==> src/hw/fifo_side_params.svh <==
// Offsets, field positions, reset values and counts of the FIFO sideband
`ifndef FIFO_SIDE_PARAMS_SVH
`define FIFO_SIDE_PARAMS_SVH

`define DATA_W            8
`define WORD_W            13
`define DEPTH             16
`define PTR_W             4
`define CNT_W             5
`define ADDR_W            8
`define INJ_BIT_A         3
`define INJ_BIT_B         5
`define SETTLE_CYCLES     2'h3

`define ADDR_CTRL         8'h00
`define ADDR_TH_SINGLE    8'h04
`define ADDR_TH_ASSERT    8'h08
`define ADDR_TH_NEGATE    8'h0c
`define ADDR_STATUS       8'h10
`define ADDR_IRQ_STATUS   8'h14
`define ADDR_IRQ_MASK     8'h18

`define CTRL_RST          6'h04
`define TH_SINGLE_RST     5'h02
`define TH_ASSERT_RST     5'h02
`define TH_NEGATE_RST     5'h04
`define RESP_OKAY         2'h0
`define RESP_SLVERR       2'h2

`define IRQ_W             5
`define IRQ_SBIT          0
`define IRQ_DBIT          1
`define IRQ_UNDER         2
`define IRQ_OVER          3
`define IRQ_LOW           4

`endif

==> src/hw/fifo_side_pkg.sv <==
// Types shared by the FIFO sideband modules
`include "fifo_side_params.svh"
package fifo_side_pkg;

  typedef struct packed {
    logic sleep;
    logic inject_double;
    logic inject_single;
    logic ecc_en;
    logic split_thresh;
    logic fifo_reset;
  } ctrl_t;

  typedef struct packed {
    logic                awvalid;
    logic [`ADDR_W-1:0]  awaddr;
    logic                wvalid;
    logic [31:0]         wdata;
    logic [3:0]          wstrb;
    logic                bready;
    logic                arvalid;
    logic [`ADDR_W-1:0]  araddr;
    logic                rready;
  } axil_req_t;

  typedef struct packed {
    logic        awready;
    logic        wready;
    logic        bvalid;
    logic [1:0]  bresp;
    logic        arready;
    logic        rvalid;
    logic [31:0] rdata;
    logic [1:0]  rresp;
  } axil_rsp_t;

  typedef enum logic [1:0] {P_HOLD, P_SETTLE, P_RUN} phase_t;

  typedef struct packed {
    logic                awh;
    logic [`ADDR_W-1:0]  awaddr;
    logic                wh;
    logic [31:0]         wdata;
    logic [3:0]          wstrb;
    axil_rsp_t           rsp;
    ctrl_t               ctrl;
    logic [`CNT_W-1:0]   th_single;
    logic [`CNT_W-1:0]   th_assert;
    logic [`CNT_W-1:0]   th_negate;
    logic [`CNT_W-1:0]   th_as;
    logic [`CNT_W-1:0]   th_ng;
    logic [`IRQ_W-1:0]   irq_st;
    logic [`IRQ_W-1:0]   irq_mask;
    logic                irq;
    phase_t              phase;
    logic [1:0]          settle;
    logic [`PTR_W-1:0]   wptr;
    logic [`PTR_W-1:0]   rptr;
    logic [`CNT_W-1:0]   count;
    logic [`DATA_W-1:0]  dout;
    logic                dvalid;
    logic                sbit;
    logic                dbit;
    logic                underflow;
    logic                overflow;
    logic                full;
    logic                empty;
    logic                low;
    logic                busy;
  } state_t;

endpackage : fifo_side_pkg

==> src/hw/secded_codec.sv <==
// Hamming SECDED encoder with error injection, and matching decoder
`timescale 1ns/1ps
`include "fifo_side_params.svh"
module secded_codec (
  // Encode side
  input  wire logic [`DATA_W-1:0] enc_data,
  input  wire logic               ecc_en,
  input  wire logic               inj_single,
  input  wire logic               inj_double,
  output      logic [`WORD_W-1:0] enc_word,
  output      logic [`WORD_W-1:0] enc_clean,
  // Decode side
  input  wire logic [`WORD_W-1:0] dec_word,
  output      logic [`DATA_W-1:0] dec_data,
  output      logic               dec_single,
  output      logic               dec_double
);

  // Positions 1..12 carry a Hamming code, bit 0 the overall parity
  function automatic logic [`WORD_W-1:0] encode(input logic [`DATA_W-1:0] d);
    logic [`WORD_W-1:0] c;
    int j;
    c = '0;
    j = 0;
    for (int i = 1; i < `WORD_W; i++) begin
      if ((i & (i - 1)) != 0) begin
        c[i] = d[j];
        j++;
      end
    end
    for (int k = 0; k < 4; k++) begin
      for (int i = 1; i < `WORD_W; i++) begin
        if (i[k] && i != (1 << k)) c[1 << k] = c[1 << k] ^ c[i];
      end
    end
    c[0] = ^c[`WORD_W-1:1];
    return c;
  endfunction : encode

  function automatic logic [`DATA_W-1:0] extract(input logic [`WORD_W-1:0] c);
    logic [`DATA_W-1:0] d;
    int j;
    d = '0;
    j = 0;
    for (int i = 1; i < `WORD_W; i++) begin
      if ((i & (i - 1)) != 0) begin
        d[j] = c[i];
        j++;
      end
    end
    return d;
  endfunction : extract

  logic [`WORD_W-1:0] fixed;
  logic [3:0]         syn;
  logic               ov;

  always_comb begin
    enc_clean = encode(enc_data);
    enc_word  = enc_clean;
    if (ecc_en && (inj_single || inj_double)) begin
      enc_word[`INJ_BIT_A] = ~enc_clean[`INJ_BIT_A];
    end
    if (ecc_en && inj_double) begin
      enc_word[`INJ_BIT_B] = ~enc_clean[`INJ_BIT_B];
    end
  end

  always_comb begin
    syn = 4'h0;
    for (int i = 1; i < `WORD_W; i++) begin
      if (dec_word[i]) syn = syn ^ i[3:0];
    end
    ov         = ^dec_word;
    fixed      = dec_word;
    dec_single = 1'b0;
    dec_double = 1'b0;
    if (ecc_en && ov && syn < 4'(`WORD_W)) begin
      fixed[syn] = ~dec_word[syn];
      dec_single = 1'b1;
    end else if (ecc_en && (syn != 4'h0 || ov)) begin
      dec_double = 1'b1;
    end
    dec_data = extract(fixed);
  end

endmodule : secded_codec

==> src/hw/word_store.sv <==
// Codeword storage array: one write port, one combinational read port
`timescale 1ns/1ps
`include "fifo_side_params.svh"
module word_store (
  // Clock
  input  wire logic               aclk,
  // Write port
  input  wire logic               we,
  input  wire logic [`PTR_W-1:0]  waddr,
  input  wire logic [`WORD_W-1:0] wword,
  // Read port
  input  wire logic [`PTR_W-1:0]  raddr,
  output      logic [`WORD_W-1:0] rword
);

  logic [`WORD_W-1:0] mem [`DEPTH];

  always_ff @(posedge aclk) begin
    if (we) begin
      mem[waddr] <= wword;
    end
  end

  assign rword = mem[raddr];

endmodule : word_store

==> src/hw/fifo_side.sv <==
// Single-clock ECC FIFO with low watermark, reset-busy and AXI4-Lite control
//
// The AXI4-Lite register port and the register offsets were left to the implementer.
`timescale 1ns/1ps
`include "fifo_side_params.svh"
module fifo_side (
  // Clock and reset
  input  wire logic                     aclk,
  input  wire logic                     aresetn,
  // Register bus
  input  wire fifo_side_pkg::axil_req_t s_axi_req,
  output      fifo_side_pkg::axil_rsp_t s_axi_rsp,
  // Write side
  input  wire logic                     wr_en,
  input  wire logic [`DATA_W-1:0]       din,
  output      logic                     full,
  output      logic                     overflow,
  output      logic                     wr_rst_busy,
  // Read side
  input  wire logic                     rd_en,
  output      logic [`DATA_W-1:0]       dout,
  output      logic                     dout_valid,
  output      logic                     sbit_err,
  output      logic                     dbit_err,
  output      logic                     underflow,
  output      logic                     empty,
  output      logic                     prog_empty,
  output      logic                     rd_rst_busy,
  // Interrupt
  output      logic                     irq
);
  import fifo_side_pkg::*;

  state_t             s_q;
  state_t             s_d;
  logic [`WORD_W-1:0] enc_word;
  logic [`WORD_W-1:0] enc_clean;
  logic [`WORD_W-1:0] rd_word;
  logic [`DATA_W-1:0] dec_data;
  logic               dec_single;
  logic               dec_double;
  logic               wr_ok;
  logic               rd_ok;
  logic               run;
  logic               wr_go;
  logic [`IRQ_W-1:0]  irq_clr;
  logic [`IRQ_W-1:0]  irq_ev;

  ////////////////////////////////////////////////////////////////////////////
  // Register decode

  function automatic logic reg_known(input logic [`ADDR_W-1:0] a);
    return a == `ADDR_CTRL || a == `ADDR_TH_SINGLE || a == `ADDR_TH_ASSERT ||
           a == `ADDR_TH_NEGATE || a == `ADDR_STATUS ||
           a == `ADDR_IRQ_STATUS || a == `ADDR_IRQ_MASK;
  endfunction : reg_known

  function automatic logic [31:0] read_mux(input logic [`ADDR_W-1:0] a,
                                           input state_t st);
    logic [31:0] v;
    v = 32'h0000_0000;
    case (a)
      `ADDR_CTRL:       v[5:0] = st.ctrl;
      `ADDR_TH_SINGLE:  v[`CNT_W-1:0] = st.th_single;
      `ADDR_TH_ASSERT:  v[`CNT_W-1:0] = st.th_assert;
      `ADDR_TH_NEGATE:  v[`CNT_W-1:0] = st.th_negate;
      `ADDR_STATUS: begin
        v[`CNT_W-1:0] = st.count;
        v[8]          = st.empty;
        v[9]          = st.full;
        v[10]         = st.low;
        v[11]         = st.busy;
        v[12]         = st.busy;
        v[13]         = st.ctrl.sleep;
      end
      `ADDR_IRQ_STATUS: v[`IRQ_W-1:0] = st.irq_st;
      `ADDR_IRQ_MASK:   v[`IRQ_W-1:0] = st.irq_mask;
      default:          v = 32'h0000_0000;
    endcase
    return v;
  endfunction : read_mux

  ////////////////////////////////////////////////////////////////////////////
  // Storage and error correction

  secded_codec u_codec (
    .enc_data   (din),
    .ecc_en     (s_q.ctrl.ecc_en),
    .inj_single (s_q.ctrl.inject_single),
    .inj_double (s_q.ctrl.inject_double),
    .enc_word   (enc_word),
    .enc_clean  (enc_clean),
    .dec_word   (rd_word),
    .dec_data   (dec_data),
    .dec_single (dec_single),
    .dec_double (dec_double)
  );

  word_store u_store (
    .aclk  (aclk),
    .we    (wr_ok),
    .waddr (s_q.wptr),
    .wword (enc_word),
    .raddr (s_q.rptr),
    .rword (rd_word)
  );

  ////////////////////////////////////////////////////////////////////////////
  // Next state

  always_comb begin
    s_d     = s_q;
    irq_clr = '0;
    irq_ev  = '0;

    // Bus slave: address and data are latched independently
    if (s_axi_req.awvalid && s_q.rsp.awready) begin
      s_d.awh    = 1'b1;
      s_d.awaddr = s_axi_req.awaddr;
    end
    if (s_axi_req.wvalid && s_q.rsp.wready) begin
      s_d.wh    = 1'b1;
      s_d.wdata = s_axi_req.wdata;
      s_d.wstrb = s_axi_req.wstrb;
    end
    if (s_q.rsp.bvalid && s_axi_req.bready) begin
      s_d.rsp.bvalid = 1'b0;
    end
    wr_go = s_q.awh && s_q.wh && !s_q.rsp.bvalid;
    if (wr_go) begin
      s_d.awh        = 1'b0;
      s_d.wh         = 1'b0;
      s_d.rsp.bvalid = 1'b1;
      s_d.rsp.bresp  = reg_known(s_q.awaddr) ? `RESP_OKAY : `RESP_SLVERR;
      // All writable fields sit in byte lane 0
      if (s_q.wstrb[0]) begin
        case (s_q.awaddr)
          `ADDR_CTRL:       s_d.ctrl = ctrl_t'(s_q.wdata[5:0]);
          `ADDR_TH_SINGLE:  s_d.th_single = s_q.wdata[`CNT_W-1:0];
          `ADDR_TH_ASSERT:  s_d.th_assert = s_q.wdata[`CNT_W-1:0];
          `ADDR_TH_NEGATE:  s_d.th_negate = s_q.wdata[`CNT_W-1:0];
          `ADDR_IRQ_STATUS: irq_clr = s_q.wdata[`IRQ_W-1:0];
          `ADDR_IRQ_MASK:   s_d.irq_mask = s_q.wdata[`IRQ_W-1:0];
          default:          s_d.ctrl = s_q.ctrl;
        endcase
      end
    end
    s_d.rsp.awready = !s_d.awh;
    s_d.rsp.wready  = !s_d.wh;

    if (s_q.rsp.rvalid && s_axi_req.rready) begin
      s_d.rsp.rvalid = 1'b0;
    end
    if (s_axi_req.arvalid && s_q.rsp.arready) begin
      s_d.rsp.rvalid = 1'b1;
      s_d.rsp.rdata  = read_mux(s_axi_req.araddr, s_q);
      s_d.rsp.rresp  = reg_known(s_axi_req.araddr) ? `RESP_OKAY
                                                   : `RESP_SLVERR;
    end
    s_d.rsp.arready = !s_d.rsp.rvalid;

    // Datapath is frozen while asleep or not yet running
    run   = s_q.phase == P_RUN && !s_q.ctrl.sleep &&
            !s_q.ctrl.fifo_reset;
    wr_ok = wr_en && run && s_q.count != `CNT_W'(`DEPTH);
    rd_ok = rd_en && run && s_q.count != '0;
    s_d.overflow  = wr_en && run && s_q.count == `CNT_W'(`DEPTH);
    s_d.underflow = rd_en && run && s_q.count == '0;
    if (wr_ok) begin
      s_d.wptr = s_q.wptr + 1'b1;
    end
    if (rd_ok) begin
      s_d.rptr = s_q.rptr + 1'b1;
    end
    s_d.count = s_q.count + `CNT_W'(wr_ok) - `CNT_W'(rd_ok);

    // Word and its error flags leave together
    s_d.dvalid = rd_ok;
    s_d.sbit   = rd_ok && dec_single;
    s_d.dbit   = rd_ok && dec_double;
    if (rd_ok) begin
      s_d.dout = dec_data;
    end

    unique case (s_q.phase)
      P_HOLD: begin
        s_d.phase  = P_SETTLE;
        s_d.settle = `SETTLE_CYCLES - 2'h1;
      end
      P_SETTLE: begin
        if (s_q.settle == 2'h0) begin
          s_d.phase = P_RUN;
        end else begin
          s_d.settle = s_q.settle - 2'h1;
        end
      end
      P_RUN: begin
        s_d.phase = P_RUN;
      end
    endcase

    if (s_q.ctrl.fifo_reset) begin
      s_d.phase  = P_HOLD;
      s_d.wptr   = '0;
      s_d.rptr   = '0;
      s_d.count  = '0;
      s_d.dvalid = 1'b0;
      s_d.sbit   = 1'b0;
      s_d.dbit   = 1'b0;
      // Thresholds are captured only while held in reset
      s_d.th_as  = s_q.ctrl.split_thresh ? s_q.th_assert
                                         : s_q.th_single;
      s_d.th_ng  = s_q.ctrl.split_thresh ? s_q.th_negate
                                         : s_q.th_single;
    end
    s_d.busy  = s_d.phase != P_RUN;
    s_d.full  = s_d.count == `CNT_W'(`DEPTH);
    s_d.empty = s_d.count == '0;

    // Low watermark with hysteresis between the two bounds
    if (s_d.count <= s_d.th_as) begin
      s_d.low = 1'b1;
    end else if (s_d.count > s_d.th_ng) begin
      s_d.low = 1'b0;
    end

    irq_ev[`IRQ_SBIT]  = s_d.sbit;
    irq_ev[`IRQ_DBIT]  = s_d.dbit;
    irq_ev[`IRQ_UNDER] = s_d.underflow;
    irq_ev[`IRQ_OVER]  = s_d.overflow;
    irq_ev[`IRQ_LOW]   = s_d.low && !s_q.low;
    // New events win over a simultaneous clear
    s_d.irq_st = (s_q.irq_st & ~irq_clr) | irq_ev;
    s_d.irq    = |(s_d.irq_st & s_d.irq_mask);
  end

  always_ff @(posedge aclk) begin
    if (!aresetn) begin
      s_q           <= '0;
      s_q.ctrl      <= ctrl_t'(`CTRL_RST);
      s_q.th_single <= `TH_SINGLE_RST;
      s_q.th_assert <= `TH_ASSERT_RST;
      s_q.th_negate <= `TH_NEGATE_RST;
      s_q.th_as     <= `TH_SINGLE_RST;
      s_q.th_ng     <= `TH_SINGLE_RST;
      s_q.phase     <= P_HOLD;
      s_q.busy      <= 1'b1;
      s_q.empty     <= 1'b1;
      s_q.low       <= 1'b1;
    end else begin
      s_q <= s_d;
    end
  end

  ////////////////////////////////////////////////////////////////////////////
  // Outputs

  assign s_axi_rsp   = s_q.rsp;
  assign full        = s_q.full;
  assign overflow    = s_q.overflow;
  assign wr_rst_busy = s_q.busy;
  assign rd_rst_busy = s_q.busy;
  assign dout        = s_q.dout;
  assign dout_valid  = s_q.dvalid;
  assign sbit_err    = s_q.sbit;
  assign dbit_err    = s_q.dbit;
  assign underflow   = s_q.underflow;
  assign empty       = s_q.empty;
  assign prog_empty  = s_q.low;
  assign irq         = s_q.irq;
endmodule : fifo_side

==> config.mk <==
export PLATFORM = sky130hd
export DESIGN_NAME = fifo_side
export DESIGN_NICKNAME = d
export VERILOG_FILES = /design/src/hw/fifo_side_pkg.sv /design/src/hw/secded_codec.sv /design/src/hw/word_store.sv /design/src/hw/fifo_side.sv
export VERILOG_INCLUDE_DIRS = /design/src /design/src/hw
export SDC_FILE = /design/constraint.sdc
export NUM_CORES = 1
export LEC_CHECK = 0
export BUFFER_PORTS_ARGS = -buffer_cell sky130_fd_sc_hd__buf_2
export CORE_MARGIN = 4
export CORE_UTILIZATION = 30
export DETAILED_ROUTE_END_ITERATION = 8
export SLEW_MARGIN = 10
export SYNTH_ARGS = -nofsm -noshare
export SYNTH_HDL_FRONTEND = slang
export SYNTH_SLANG_ARGS = --single-unit
==> constraint.sdc <==
create_clock -name aclk -period 9.8 [get_ports aclk]
set_input_delay 0.49 -clock aclk [delete_from_list [all_inputs] [get_ports aclk]]
set_output_delay 0.49 -clock aclk [all_outputs]
set_load 0.005 [all_outputs]
==> summary.md, run 1 <==
| Metric | Value |
|---|---|
| Status | complete, no violations |
| Max-slew violations | 0 |
| Area Overhead vs Synth | 12.7% |
| CTS sink cnt | 323 |
| Die width | 227 um |
| Pwr Total | 0.00292 W |
| Largest net degree at the start of global routing | 60 |
| Commonest cells post-synth | 208 x edfxtp_1, 115 x dfxtp_1, 78 x nand2_1 |
| Bufs on Longest Clock Path | 3 |
| Initial antenna violation count | 0 |
| Yosys Warn Count | 0 |
| Die area | around 0.051 sq mm |
| DR pass1 iterations | 5 |
| CP arrival | 5.34 ns |
| Clock share of power | 43.2% |
| Final Skew | 0.0169 ns |
| Max_slew headroom | 23.4% |
| Max Clk Rate | 0.202 GHz |
| Clk slew on worst S/H paths | 0.06 ns |
| Critical Path RT | roughly 10 ns |
| Power Dens Cells | about 180 mW/mm^2 |
| Via-to-Cell Ratio | 4.77 |
| GRT Overall Usage | 12.2% |
| Die H | 227 um |
| Synthesized area | between 0.01 and 0.015 sq mm |
| DRT antenna net count | 0 |
| Final Hold Slack | 0.247 ns |
| Final worst slack | between 4 and 5 ns |
| Htree depth | 2 |
| Finish-stage setup viols | 0 |
| Drt drc | 0 |
| Place WS | just under 5 ns |
| WHS Path Cells | 3 |
| DR WL/cell | 18.2 um |
| Crit-path max FO | 9 |
| Setup TNS | 0 ns |
| Final std cells w/o fill | 1741 |
| Synth unique cells | 70 |
| Post-CTS Setup Inserts | 0 |
| DR vias | around 8300 |
| Placed cell count | 1680 |
| Clock Latency Late Sink | ~0.52 ns |
| Inserted Clock Buffers | 34 |
| Part of the power in registers | 51.2% |
| Sw Share | 22.0% |
| Worst-margin pin slew | 1.14 ns |
| Nets | 1203 |
| Post-CTS Hold Buffers | 0 |
| Tmin final | 4.96 ns |
| CP Launch Type | flop |
| Sequential share of the synthesized area | 59.5% |
| Register bit count reported by yosys | 323 |
| Worst Setup End Kind | flop |
| RD Place Congestion | 0.801 |
| WL final | between 30000 and 40000 um |
| R2R cell count | 19 |
| Post-CTS Resized | 0 |
| Core box area | 0.0470 sq mm |
| Leak | 5.52 nW |
| Clk root buf | clkbuf_16 |
| Number of global-route vias before repair | 8273 |
| Cell with the most instances after synthesis | edfxtp_1 |
| Initial DRC count | 533 |
| Dominant cells by area after synthesis | edfxtp_1 43%, dfxtp_1 16%, mux4_2 8.0% |
| Hpwl dp | ~20000 um |
| Ys flop type | edfxtp_1 |
| Row count | 79 |
| Unrepaired setup endpoints after global routing | no |
| Synthesized instance count | 1065 |
| Worst hold path class | in2reg |
| Yosys top cell area share | ~43% |
| Share of cells above drive strength 1 | 19.5% |
| Global-route wire length before repair | 48400 um |
| PortBufs | 77 |
| Average size of a mapped cell | between 10 and 15 sq um |
| Post-synth EDFFs | 208 |
| Sw Pwr | 0.000642 W |
| CP Class | reg2reg |
| Ys async rst share | 0% |
| Max rail drop VDD | around 0.15 mV |
| Fin crit share | 50.6% |
| CTS tree | done |
| Fin. Hold Viols | 0 |
| Initial Utilization | a little under a third |
| # diodes | 0 |
| MaxCap Viol Count | 0 |
| Share of power burned in combinational logic | 5.7% |
| Cell taking the most area after synthesis | edfxtp_1 |
| I/O pin count | roughly 130 |
| Internal power | roughly 0.0023 W |
| Grt ovf | 0 |
==> power groups by stage <==
stage                     Combinational (W)  Clock [W]  Sequential [W]
after floorplan                    0.000121          0         0.00152
after global placement             0.000159          0         0.00153
after detailed placement           0.000164          0         0.00153
after CTS                          0.000165    0.00129         0.00150
after global routing               0.000186    0.00135         0.00150
final                              0.000166    0.00126         0.00150
==> final timing paths <==
path | start | to | slack [ns]
hold reg to reg | dout[0]$_SDFFE_PN0P_ | dout[0]$_SDFFE_PN0P_ | 0.46
hold / removal | s_axi_req[55] | s_q[161]$_SDFFE_PN0P_ | 0.25
setup / recovery | s_q[32]$_SDFF_PN0_ | irq$_SDFF_PN0_ | 4.84
setup reg to reg | s_q[32]$_SDFF_PN0_ | irq$_SDFF_PN0_ | 4.84
==> sequential cells by signal, summed over array words and instances, names as in the netlist, named ones only <==
name	cells
u_store.mem	208
s_axi_rsp	18
dout	8
overflow	1
empty	1
prog_empty	1
rd_rst_busy	1
dbit_err	1
underflow	1
dout_valid	1
s_q	75
full	1
sbit_err	1
irq	1
==> cells in the final DEF (no fill, tap or decap), drive strengths merged, types with 3 or more instances in the layout <==
master,Yosys,routed
nor2b,58,58
o21a,5,5
a21o,3,3
clkinv,0,6
a21oi,33,33
a22oi,24,24
nor2,53,53
xor2,26,26
and2,13,13
nand4,7,7
edfxtp,208,208
mux4,55,55
nor3b,5,5
a31oi,7,7
nand2,78,78
nor3,8,8
o211ai,3,3
o22ai,5,5
dfxtp,115,115
nand2b,11,11
nand3,29,29
o21ai,30,30
inv,17,19
ha,24,24
a22o,3,3
and3,4,4
conb,1,22
xnor2,30,30
a21boi,21,21
buf,67,89
mux2i,54,54
o21bai,3,3
nand3b,3,3
clkbuf,35,50
==> stage by stage <==
stage,util [%],area [sq um]
finish,34.5,16200
global route,34.5,16200
floorplan,-,14500
global placement,32.2,15100
CTS,34.5,16200
detailed placement,32.2,15100
==> metal layers <==
layer	vias up	part of all wire (%)	track usage, %
met5	-	0	0
met4	0	1.4	2.45
met3	33	4.2	2.05
met2	179	49	20.7
met1	4133	46	16.5
li1	3952	-	-
==> cell families (layout without fill, tap and decap cells) <==
family | count (synthesis) | after routing | synth area share (%)
DFF | 323 | 323 | 59.5
and+or+nand+nor | 279 | 279 | 9.80
AOI/OAI and AO/OA | 150 | 150 | 6.83
buffers and inverters | 119 | 167 | 5.04
muxes | 110 | 110 | 12.7
xor gates and xnor gates | 56 | 56 | 3.75
adders and majority gates | 27 | 27 | 2.37
other | 1 | 22 | 0.0261
==> layout make-up <==
| class | instances | area, sq um |
|---|---|---|
| clock buffer | 50 | 962 |
| clock inverter | 11 | 121 |
| fill | 4536 | 30800 |
| inverter | 17 | 63.8 |
| multi-input combinational | 644 | 5270 |
| sequential | 323 | 8550 |
| tap | 607 | 759 |
| timing repair buffer | 89 | 475 |
==> critical path, stage by stage, from the launching register on <==
cell and delay [ns]:
dfxtp_1 0.32, inv_1 0.08, ha_1 0.20, nor3b_1 0.30, nand2_1 0.12, nor2b_1 0.66, xor2_1 0.15, ha_1 0.26
fa_1 0.43, a21oi_1 0.17, nor2_1 0.06, or3_1 0.35, a21oi_1 0.42, ha_1 0.33, and3_1 0.15, a31oi_1 0.21
or2_2 0.18, a21oi_1 0.07, o21ai_0 0.20, o2111ai_1 0.15
(Power assumes the default switching activity.)
==> inputs of run 2 (changes only) <==
--- a/config.mk
+++ b/config.mk
@@ -6,6 +6,7 @@
 export SDC_FILE = /design/constraint.sdc
 export NUM_CORES = 1
 export LEC_CHECK = 0
+export ABC_AREA = 1
 export BUFFER_PORTS_ARGS = -buffer_cell sky130_fd_sc_hd__buf_2
 export CORE_MARGIN = 4
 export CORE_UTILIZATION = 30
==> constraint.sdc (replaced) <==
create_clock -name aclk -period 4.1 [get_ports aclk]
set_input_delay 0.205 -clock aclk [delete_from_list [all_inputs] [get_ports aclk]]
set_output_delay 0.205 -clock aclk [all_outputs]
set_load 0.005 [all_outputs]
==> run 2 against run 1 <==
- count of clock-buffer cells in the layout down 2
- sequential power up 140%
- clock power increased by 140%
- maximum frequency up 32%
- synthesized area up 4.2%
- largest cell class unchanged
==> summary.md, run 2 <==
| Metric | Value |
|---|---|
| Status | complete, no violations (unchanged) |
| Worst-margin pin slew | 1.29 ns (was 1.14 ns) |
| GRT Overall Usage | 14.0% (was 12.2%) |
| Synth unique cells | 47 (was 70) |
| Place WS | 0.103 ns (was 4.85 ns) |
| Fin area | 0.0172 sq mm (was 0.0162 sq mm) |
| Yosys top cell area share | 41.7% (was 43.5%) |
| Power Dens Cells | 409 mW/mm^2 (was 181 mW/mm^2) |
| Post-layout util | 34.9% (was 34.5%) |
| Slowest CP cell | dfxtp_1 (was nor2b_1) |
| Clock Latency Late Sink | 0.54 ns (was 0.52 ns) |
| DR pass1 iterations | 5 (unchanged) |
| Ys flop type | edfxtp_1 (unchanged) |
| Cell taking the most area after synthesis | edfxtp_1 (unchanged) |
| Core box area | 0.0492 sq mm (was 0.0470 sq mm) |
| Post-DP Area | 0.0159 sq mm (was 0.0151 sq mm) |
| CP bufs+invs | 2 (was 1) |
| Area Overhead vs Synth | 14.6% (was 12.7%) |
| Via-to-Cell Ratio | 4.68 (was 4.77) |
| CTS tree | done (unchanged) |
| Max-slew violations | 0 (unchanged) |
| DR WL/cell | 15.8 um (was 18.2 um) |
| Global-route wire length before repair | 60000 um (was 48400 um) |
| Post-CTS Setup Inserts | 0 (unchanged) |
| Synthesized instance count | 1665 (was 1065) |
| DRT antenna net count | 0 (unchanged) |
| Initial DRC count | 797 (was 533) |
| Register bit count reported by yosys | 323 (unchanged) |
| CP max stage delay | 0.40 ns (was 0.66 ns) |
| Fin crit share | 91.9% (was 50.6%) |
| I/O pin count | 129 (unchanged) |
| CP arrival | 4.19 ns (was 5.34 ns) |
| Worst hold path class | in2reg (unchanged) |
| Drt drc | 0 (unchanged) |
| Most frequent CP cell | nand2_1 |
| Final Skew | 0.0251 ns (was 0.0169 ns) |
| Commonest non-fill, non-tap cell in the layout | nand2_1 (was edfxtp_1) |
| CTS sink cnt | 323 (unchanged) |
| Leak | 6.88 nW (was 5.52 nW) |
| Hpwl dp | 24700 um (was 20300 um) |
| Initial antenna violation count | 0 (unchanged) |
| CP Launch Type | flop (unchanged) |
| Setup TNS | 0 ns (unchanged) |
| Crit-path max FO | 5 (was 9) |
| Largest Register | u_store.mem (unchanged) |
| Tmin final | 3.77 ns (was 4.96 ns) |
| Max_slew headroom | 13.4% (was 23.4%) |
| Ys async rst share | 0% (unchanged) |
| Initial Utilization | 30.5% (was 30.6%) |
| Bufs on Longest Clock Path | 3 (unchanged) |
| CP Class | reg2reg (unchanged) |
| Cell with the most instances after synthesis | nand2_1 (was edfxtp_1) |
| Yosys Warn Count | 0 (unchanged) |
| Average size of a mapped cell | 9.00 sq um (was 13.5 sq um) |
| Max rail drop VDD | 0.300 mV (was 0.154 mV) |
| Commonest cells post-synth | 435 x nand2_1, 208 x edfxtp_1, 191 x nor2_1 (was 208 x edfxtp_1, 115 x dfxtp_1, 78 x nand2_1) |
| Die width | 231 um (was 227 um) |
| Worst Setup End Kind | flop (unchanged) |
| Critical Path RT | 4.52 ns (was 10.18 ns) |
| Final worst slack | 0.333 ns (was 4.84 ns) |
| Number of global-route vias before repair | 11000 (was 8273) |
| MaxCap Viol Count | 0 (unchanged) |
| WL final | 38500 um (was 31600 um) |
| Dominant cells by area after synthesis | edfxtp_1 42%, dfxtp_1 15%, nand2_1 11% (was edfxtp_1 43%, dfxtp_1 16%, mux4_2 8.0%) |
| Share of cells above drive strength 1 | 11.9% (was 19.5%) |
| Finish-stage setup viols | 0 (unchanged) |
| Grt ovf | 0 (unchanged) |
| RD Place Congestion | 0.880 (was 0.801) |
| Die area | 0.0536 sq mm (was 0.0515 sq mm) |
| CP delay by family, top | simple AND/OR/NAND/NOR gates (unchanged) |
| Synthesized area | 0.0150 sq mm (was 0.0144 sq mm) |
| Max Clk Rate | 0.265 GHz (was 0.202 GHz) |
| R2R Setup Slk | 0.33 ns (was 4.84 ns) |
| Clk slew on worst S/H paths | 0.06 ns (about the same) |
| Most frequent cells in the layout | 433 x nand2_1, 208 x edfxtp_1, 189 x nor2_1 (was 208 x edfxtp_1, 113 x dfxtp_1, 78 x nand2_1) |
| Max FFs per register | 208 (unchanged) |
| Fin. Hold Viols | 0 (unchanged) |
| Htree depth | 2 (unchanged) |
| Row count | 81 (was 79) |
| Die H | 231 um (was 227 um) |
| Clk root buf | clkbuf_16 (unchanged) |
| Nets | 1836 (was 1203) |
| Post-synth EDFFs | 208 (unchanged) |
| PortBufs | 77 (unchanged) |
| Inserted Clock Buffers | 36 (was 34) |
| DR vias | 11400 (was 8297) |
| Largest net degree at the start of global routing | 94 (was 60) |
| Sequential share of the synthesized area | 57.1% (was 59.5%) |
==> run 2: cell count changes after synthesis, sizes merged, moves of 35 or more <==
cell / before / now
a21oi: 33 / 68
inv: 17 / 151
mux2i: 54 / 0
mux4: 55 / 0
nand2: 78 / 445
nand3: 29 / 136
nor2: 53 / 194
nor2b: 58 / 0
o21ai: 30 / 100
==> run 2: report_power, final <==
part	switching (W)	internal, W	total (W)
Combinational	0.000269	0.000117	0.000386
Sequential	0.0000249	0.00356	0.00358
Clock	0.00132	0.00174	0.00306
Total	0.00161	0.00541	0.00702
==> run 2: cells by family (layout without fill, tap and decap cells) <==
group                      count (synthesis)  in the layout  share of synthesized area (%)
AOI/OAI and AO/OA                        210            210                           7.72
xor gates and xnor gates                  20             20                           1.17
adders and majority gates                 25             25                           2.14
buffers and inverters                    265            346                           8.82
DFF                                      323            323                           57.1
other                                      1             23                         0.0250
and+or+nand+nor                          821            821                           23.1
==> run 2: final timing paths <==
check | from | to | cells after the start
worst min register to register | s_q[30]$_SDFFE_PN0P_ | s_q[30]$_SDFFE_PN0P_ | 1
worst max-delay path | s_q[33]$_SDFF_PN0_ | irq$_SDFF_PN0_ | 26
worst max register to register | s_q[33]$_SDFF_PN0_ | irq$_SDFF_PN0_ | 26
worst min-delay path | s_axi_req[50] | s_q[156]$_SDFFE_PN0P_ | 3
==> run 2: metrics by stage <==
stage,cells,power (W),hold WS [ns]
after floorplan,1686,0.00390,0.304
after global placement,2352,0.00400,0.439
after detailed placement,2352,0.00401,0.442
after CTS,2431,0.00708,0.00572
after global routing,2431,0.00728,0.0263
final,2432,0.00702,0.0123
==> run 2: per-layer routing <==
metal | track usage, % | part of all wire, % | vias to the layer above
met3 | 2.81 | 6.3 | 54
met1 | 19.0 | 45 | 5389
met2 | 23.1 | 46 | 318
met4 | 3.59 | 2.1 | 0
li1 | - | - | 5616
met5 | 0 | 0 | -
==> run 2: what timing repair did <==
action | in CTS | in global routing
hold buffers | 16 | 0
gates resized for setup | 0 | 13
endpoints found under the hold margin | 17 | 0
endpoints found under the setup margin | 0 | 1
==> run 2: area by class of cell <==
type	count	area [sq um]
antenna	1	2.50
clock buffer	48	966
clock inverter	15	131
fill	4937	32000
inverter	154	583
multi-input combinational	1098	5230
sequential	323	8550
tap	664	831
timing repair buffer	129	866
==> run 2: worst reg2reg max path, cell delays in order, from the launching register on <==
cell      delay (ns)
dfxtp_1         0.40
ha_4            0.17
nand4_1         0.15
nor2_1          0.19
inv_2           0.08
nand2_2         0.09
nand2_1         0.06
ha_1            0.21
fa_2            0.37
nand2_1         0.09
a21oi_1         0.06
nor2_1          0.11
nand2_1         0.07
nand2_1         0.07
nor2_2          0.06
ha_1            0.31
nand2_1         0.09
o221ai_2        0.18
nand2_1         0.10
a21oi_2         0.17
o21ai_0         0.09
inv_1           0.08
nor2_1          0.04
nor3_1          0.16
o21ai_0         0.12
nand2_1         0.07
nand2_1         0.05
==> inputs of run 3 (changes only) <==
--- a/config.mk
+++ b/config.mk
@@ -8,9 +8,12 @@
 export LEC_CHECK = 0
 export ABC_AREA = 1
 export BUFFER_PORTS_ARGS = -buffer_cell sky130_fd_sc_hd__buf_2
+export CELL_PAD_IN_SITES_DETAIL_PLACEMENT = 0
+export CELL_PAD_IN_SITES_GLOBAL_PLACEMENT = 2
 export CORE_MARGIN = 4
 export CORE_UTILIZATION = 30
 export DETAILED_ROUTE_END_ITERATION = 8
+export PLACE_DENSITY_LB_ADDON = 0.1
 export SLEW_MARGIN = 10
 export SYNTH_ARGS = -nofsm -noshare
 export SYNTH_HDL_FRONTEND = slang
==> run 3 against run 2 <==
- power up 4.7%
- die area did not move
- cell area is 1.8% higher
==> summary.md, run 3 (same netlist as run 2, synthesis figures left out) <==
| Metric | Value |
|---|---|
| Share of cells above drive strength 1 | 13.5% (was 11.9%) |
| CP Class | reg2reg (unchanged) |
| Global-route wire length before repair | 68900 um (was 60000 um) |
| Seq. cell area | 0.00855 sq mm (about the same) |
| Final worst slack | 0.346 ns (was 0.333 ns) |
| Crit path from | s_q[32]$_SDFF_PN0_ (was s_q[33]$_SDFF_PN0_) |
| RD Place Congestion | 0.828 (was 0.880) |
| Die H | 231 um (unchanged) |
| Power Dens Cells | 421 mW/mm^2 (was 409 mW/mm^2) |
| Core box area | 0.0492 sq mm (unchanged) |
| Grt ovf | 0 (unchanged) |
| Worst Setup End Kind | flop (unchanged) |
| Clk root buf | clkbuf_16 (unchanged) |
| Fin. Hold Viols | 0 (unchanged) |
| CP max stage delay | 0.35 ns (was 0.40 ns) |
| R2R Setup Slk | 0.35 ns (was 0.33 ns) |
| Die width | 231 um (unchanged) |
| Max_slew headroom | 24.7% (was 13.4%) |
| Via-to-Cell Ratio | 4.59 (was 4.68) |
| CP Launch Type | flop (unchanged) |
| Leak | 7.06 nW (was 6.88 nW) |
| Crit-path max FO | 4 (was 5) |
| Max rail drop VDD | 0.331 mV (was 0.300 mV) |
| PortBufs | 77 (unchanged) |
| Hpwl dp | 30100 um (was 24700 um) |
| Fin crit share | 91.6% (was 91.9%) |
| Inserted Clock Buffers | 39 (was 36) |
| Filler instances | 5102 (was 4937) |
| Htree depth | 2 (unchanged) |
| Clk slew on worst S/H paths | 0.06 ns (about the same) |
| Hold endpoint | u_store.mem[4][6]$_DFFE_PP_ (was s_q[156]$_SDFFE_PN0P_) |
| R2R cell count | 27 (was 26) |
| Largest net degree at the start of global routing | 90 (was 94) |
| WL final | 45500 um (was 38500 um) |
| WHS Path Cells | 1 (was 3) |
| Bufs on Longest Clock Path | 3 (unchanged) |
| Final Hold Slack | 0.0650 ns (was 0.0123 ns) |
| DRT antenna net count | 0 (unchanged) |
| Fin area | 0.0175 sq mm (was 0.0172 sq mm) |
| Pwr Total | 0.00735 W (was 0.00702 W) |
| CTS sink cnt | 323 (unchanged) |
| Worst-margin pin slew | 1.13 ns (was 1.29 ns) |
| Startpoint of the worst register-to-register path | s_q[32]$_SDFF_PN0_ (was s_q[33]$_SDFF_PN0_) |
| Slowest CP cell | fa_2 (was dfxtp_1) |
| Most frequent cells in the layout | 433 x nand2_1, 208 x edfxtp_1, 188 x nor2_1 (was 433 x nand2_1, 208 x edfxtp_1, 189 x nor2_1) |
| Hold Path Origin | din[2] (was s_axi_req[50]) |
| R2R Path End | irq$_SDFF_PN0_ (unchanged) |
| Max FFs per register | 208 (unchanged) |
| Commonest non-fill, non-tap cell in the layout | nand2_1 (unchanged) |
| Initial DRC count | 718 (was 797) |
| Post-DP Area | 0.0160 sq mm (was 0.0159 sq mm) |
| Max Clk Rate | 0.266 GHz (was 0.265 GHz) |
| DR WL/cell | 18.5 um (was 15.8 um) |
| Row count | 81 (unchanged) |
| Most frequent CP cell | nand2_1 (unchanged) |
| Nets | 1862 (was 1836) |
| Placed cell count | 2372 (was 2352) |
| DR vias | 11300 (was 11400) |
| Area Overhead vs Synth | 16.6% (was 14.6%) |
| Initial antenna violation count | 0 (unchanged) |
| Largest Register | u_store.mem (unchanged) |
| Finish-stage setup viols | 0 (unchanged) |
| Initial Utilization | 30.5% (unchanged) |
| Number of global-route vias before repair | 11100 (was 11000) |
| Critical Path RT | 4.56 ns (was 4.52 ns) |
| Status | complete, no violations (unchanged) |
| I/O pin count | 129 (unchanged) |
| DR pass1 iterations | 5 (unchanged) |
| CTS tree | done (unchanged) |
| Tmin final | 3.75 ns (was 3.77 ns) |
| CP arrival | 4.21 ns (was 4.19 ns) |
| Max-slew violations | 0 (unchanged) |
| Die area | 0.0536 sq mm (unchanged) |
| Drt drc | 0 (unchanged) |
| MaxCap Viol Count | 0 (unchanged) |
| Place WS | 0.0990 ns (was 0.103 ns) |
| Clock Latency Late Sink | 0.56 ns (was 0.54 ns) |
| Worst hold path class | in2reg (unchanged) |
| Final std cells w/o fill | 2463 (was 2432) |
| # diodes | 0 (was 1) |
| Multi-input logic area | 0.00524 sq mm (was 0.00523 sq mm) |
| GRT Overall Usage | 16.9% (was 14.0%) |
| Final Skew | 0.0185 ns (was 0.0251 ns) |
## run 3: cell count changes in the layout (fill, tap and decap cells not counted), moves of 2 or more
| cell | before | now |
|---|---|---|
| buf_4 | 32 | 54 |
| clkbuf_16 | 36 | 40 |
| clkinv_2 | 4 | 8 |
| clkinv_1 | 8 | 10 |
| clkinvlp_4 | 0 | 2 |
| dfxtp_1 | 112 | 114 |
| dfxtp_2 | 2 | 0 |
| ha_2 | 0 | 2 |
| o21ai_0 | 86 | 84 |
| o21ai_1 | 14 | 16 |
## run 3: worst max-delay path by stage
| stage | cells after the start | endpoint | slack [ns] |
|---|---|---|---|
| floorplan | 29 | irq$_SDFF_PN0_ | 0.24 |
| global placement | 27 | irq$_SDFF_PN0_ | 0.13 |
| detailed placement | 27 | irq$_SDFF_PN0_ | 0.1 |
| CTS | 27 | irq$_SDFF_PN0_ | 0.09 |
| global route | 27 | irq$_SDFF_PN0_ | -0.002 |
| finish | 27 | irq$_SDFF_PN0_ | 0.35 |
## run 3: area by class of cell
type,count,area share [%]
inverter,154,3.34
timing repair buffer,152,5.96
tap,664,4.75
clock buffer,51,6.08
sequential,323,48.9
multi-input combinational,1098,30.0
clock inverter,21,0.952
## run 3: worst max-delay path, delay by kind of cell, from the launching register on
family	cells	cell delay (ns)
flops	1	0.32
buf+inv	3	0.23
simple gates	15	1.41
fa+ha+maj	4	1.05
compound gates	5	0.64
## run 3: metal layers
metal  track usage (%)  share of wire [%]  vias to the layer above
met5                 0                  0                        -
met4              5.56                3.2                        0
met3              3.07                3.7                       62
met2              26.1                 45                      174
met1              24.1                 49                     5397
li1                  -                  -                     5675
## run 3: power breakdown
group / total, W / switching (W) / internal [W]
Clock: 0.00335 / 0.00140 / 0.00196
Combinational: 0.000423 / 0.000293 / 0.000131
Sequential: 0.00358 / 0.0000226 / 0.00355
Total: 0.00735 / 0.00171 / 0.00564
## run 3: timing repair
action / CTS / global route
hold endpoints to repair: 17 / 0
hold buffers: 17 / 0
buffers inserted: 0 / 2
resized for setup: 0 / 14
endpoints found under the setup margin: 0 / 1
## run 3: per-stage QoR
step           TNS (ns)  util [%]
6_report              0      35.6
5_1_grt        -0.00212      35.6
4_1_cts               0      35.4
3_5_place_dp          0      32.6
3_3_place_gp          0      32.6
2_1_floorplan         0         -
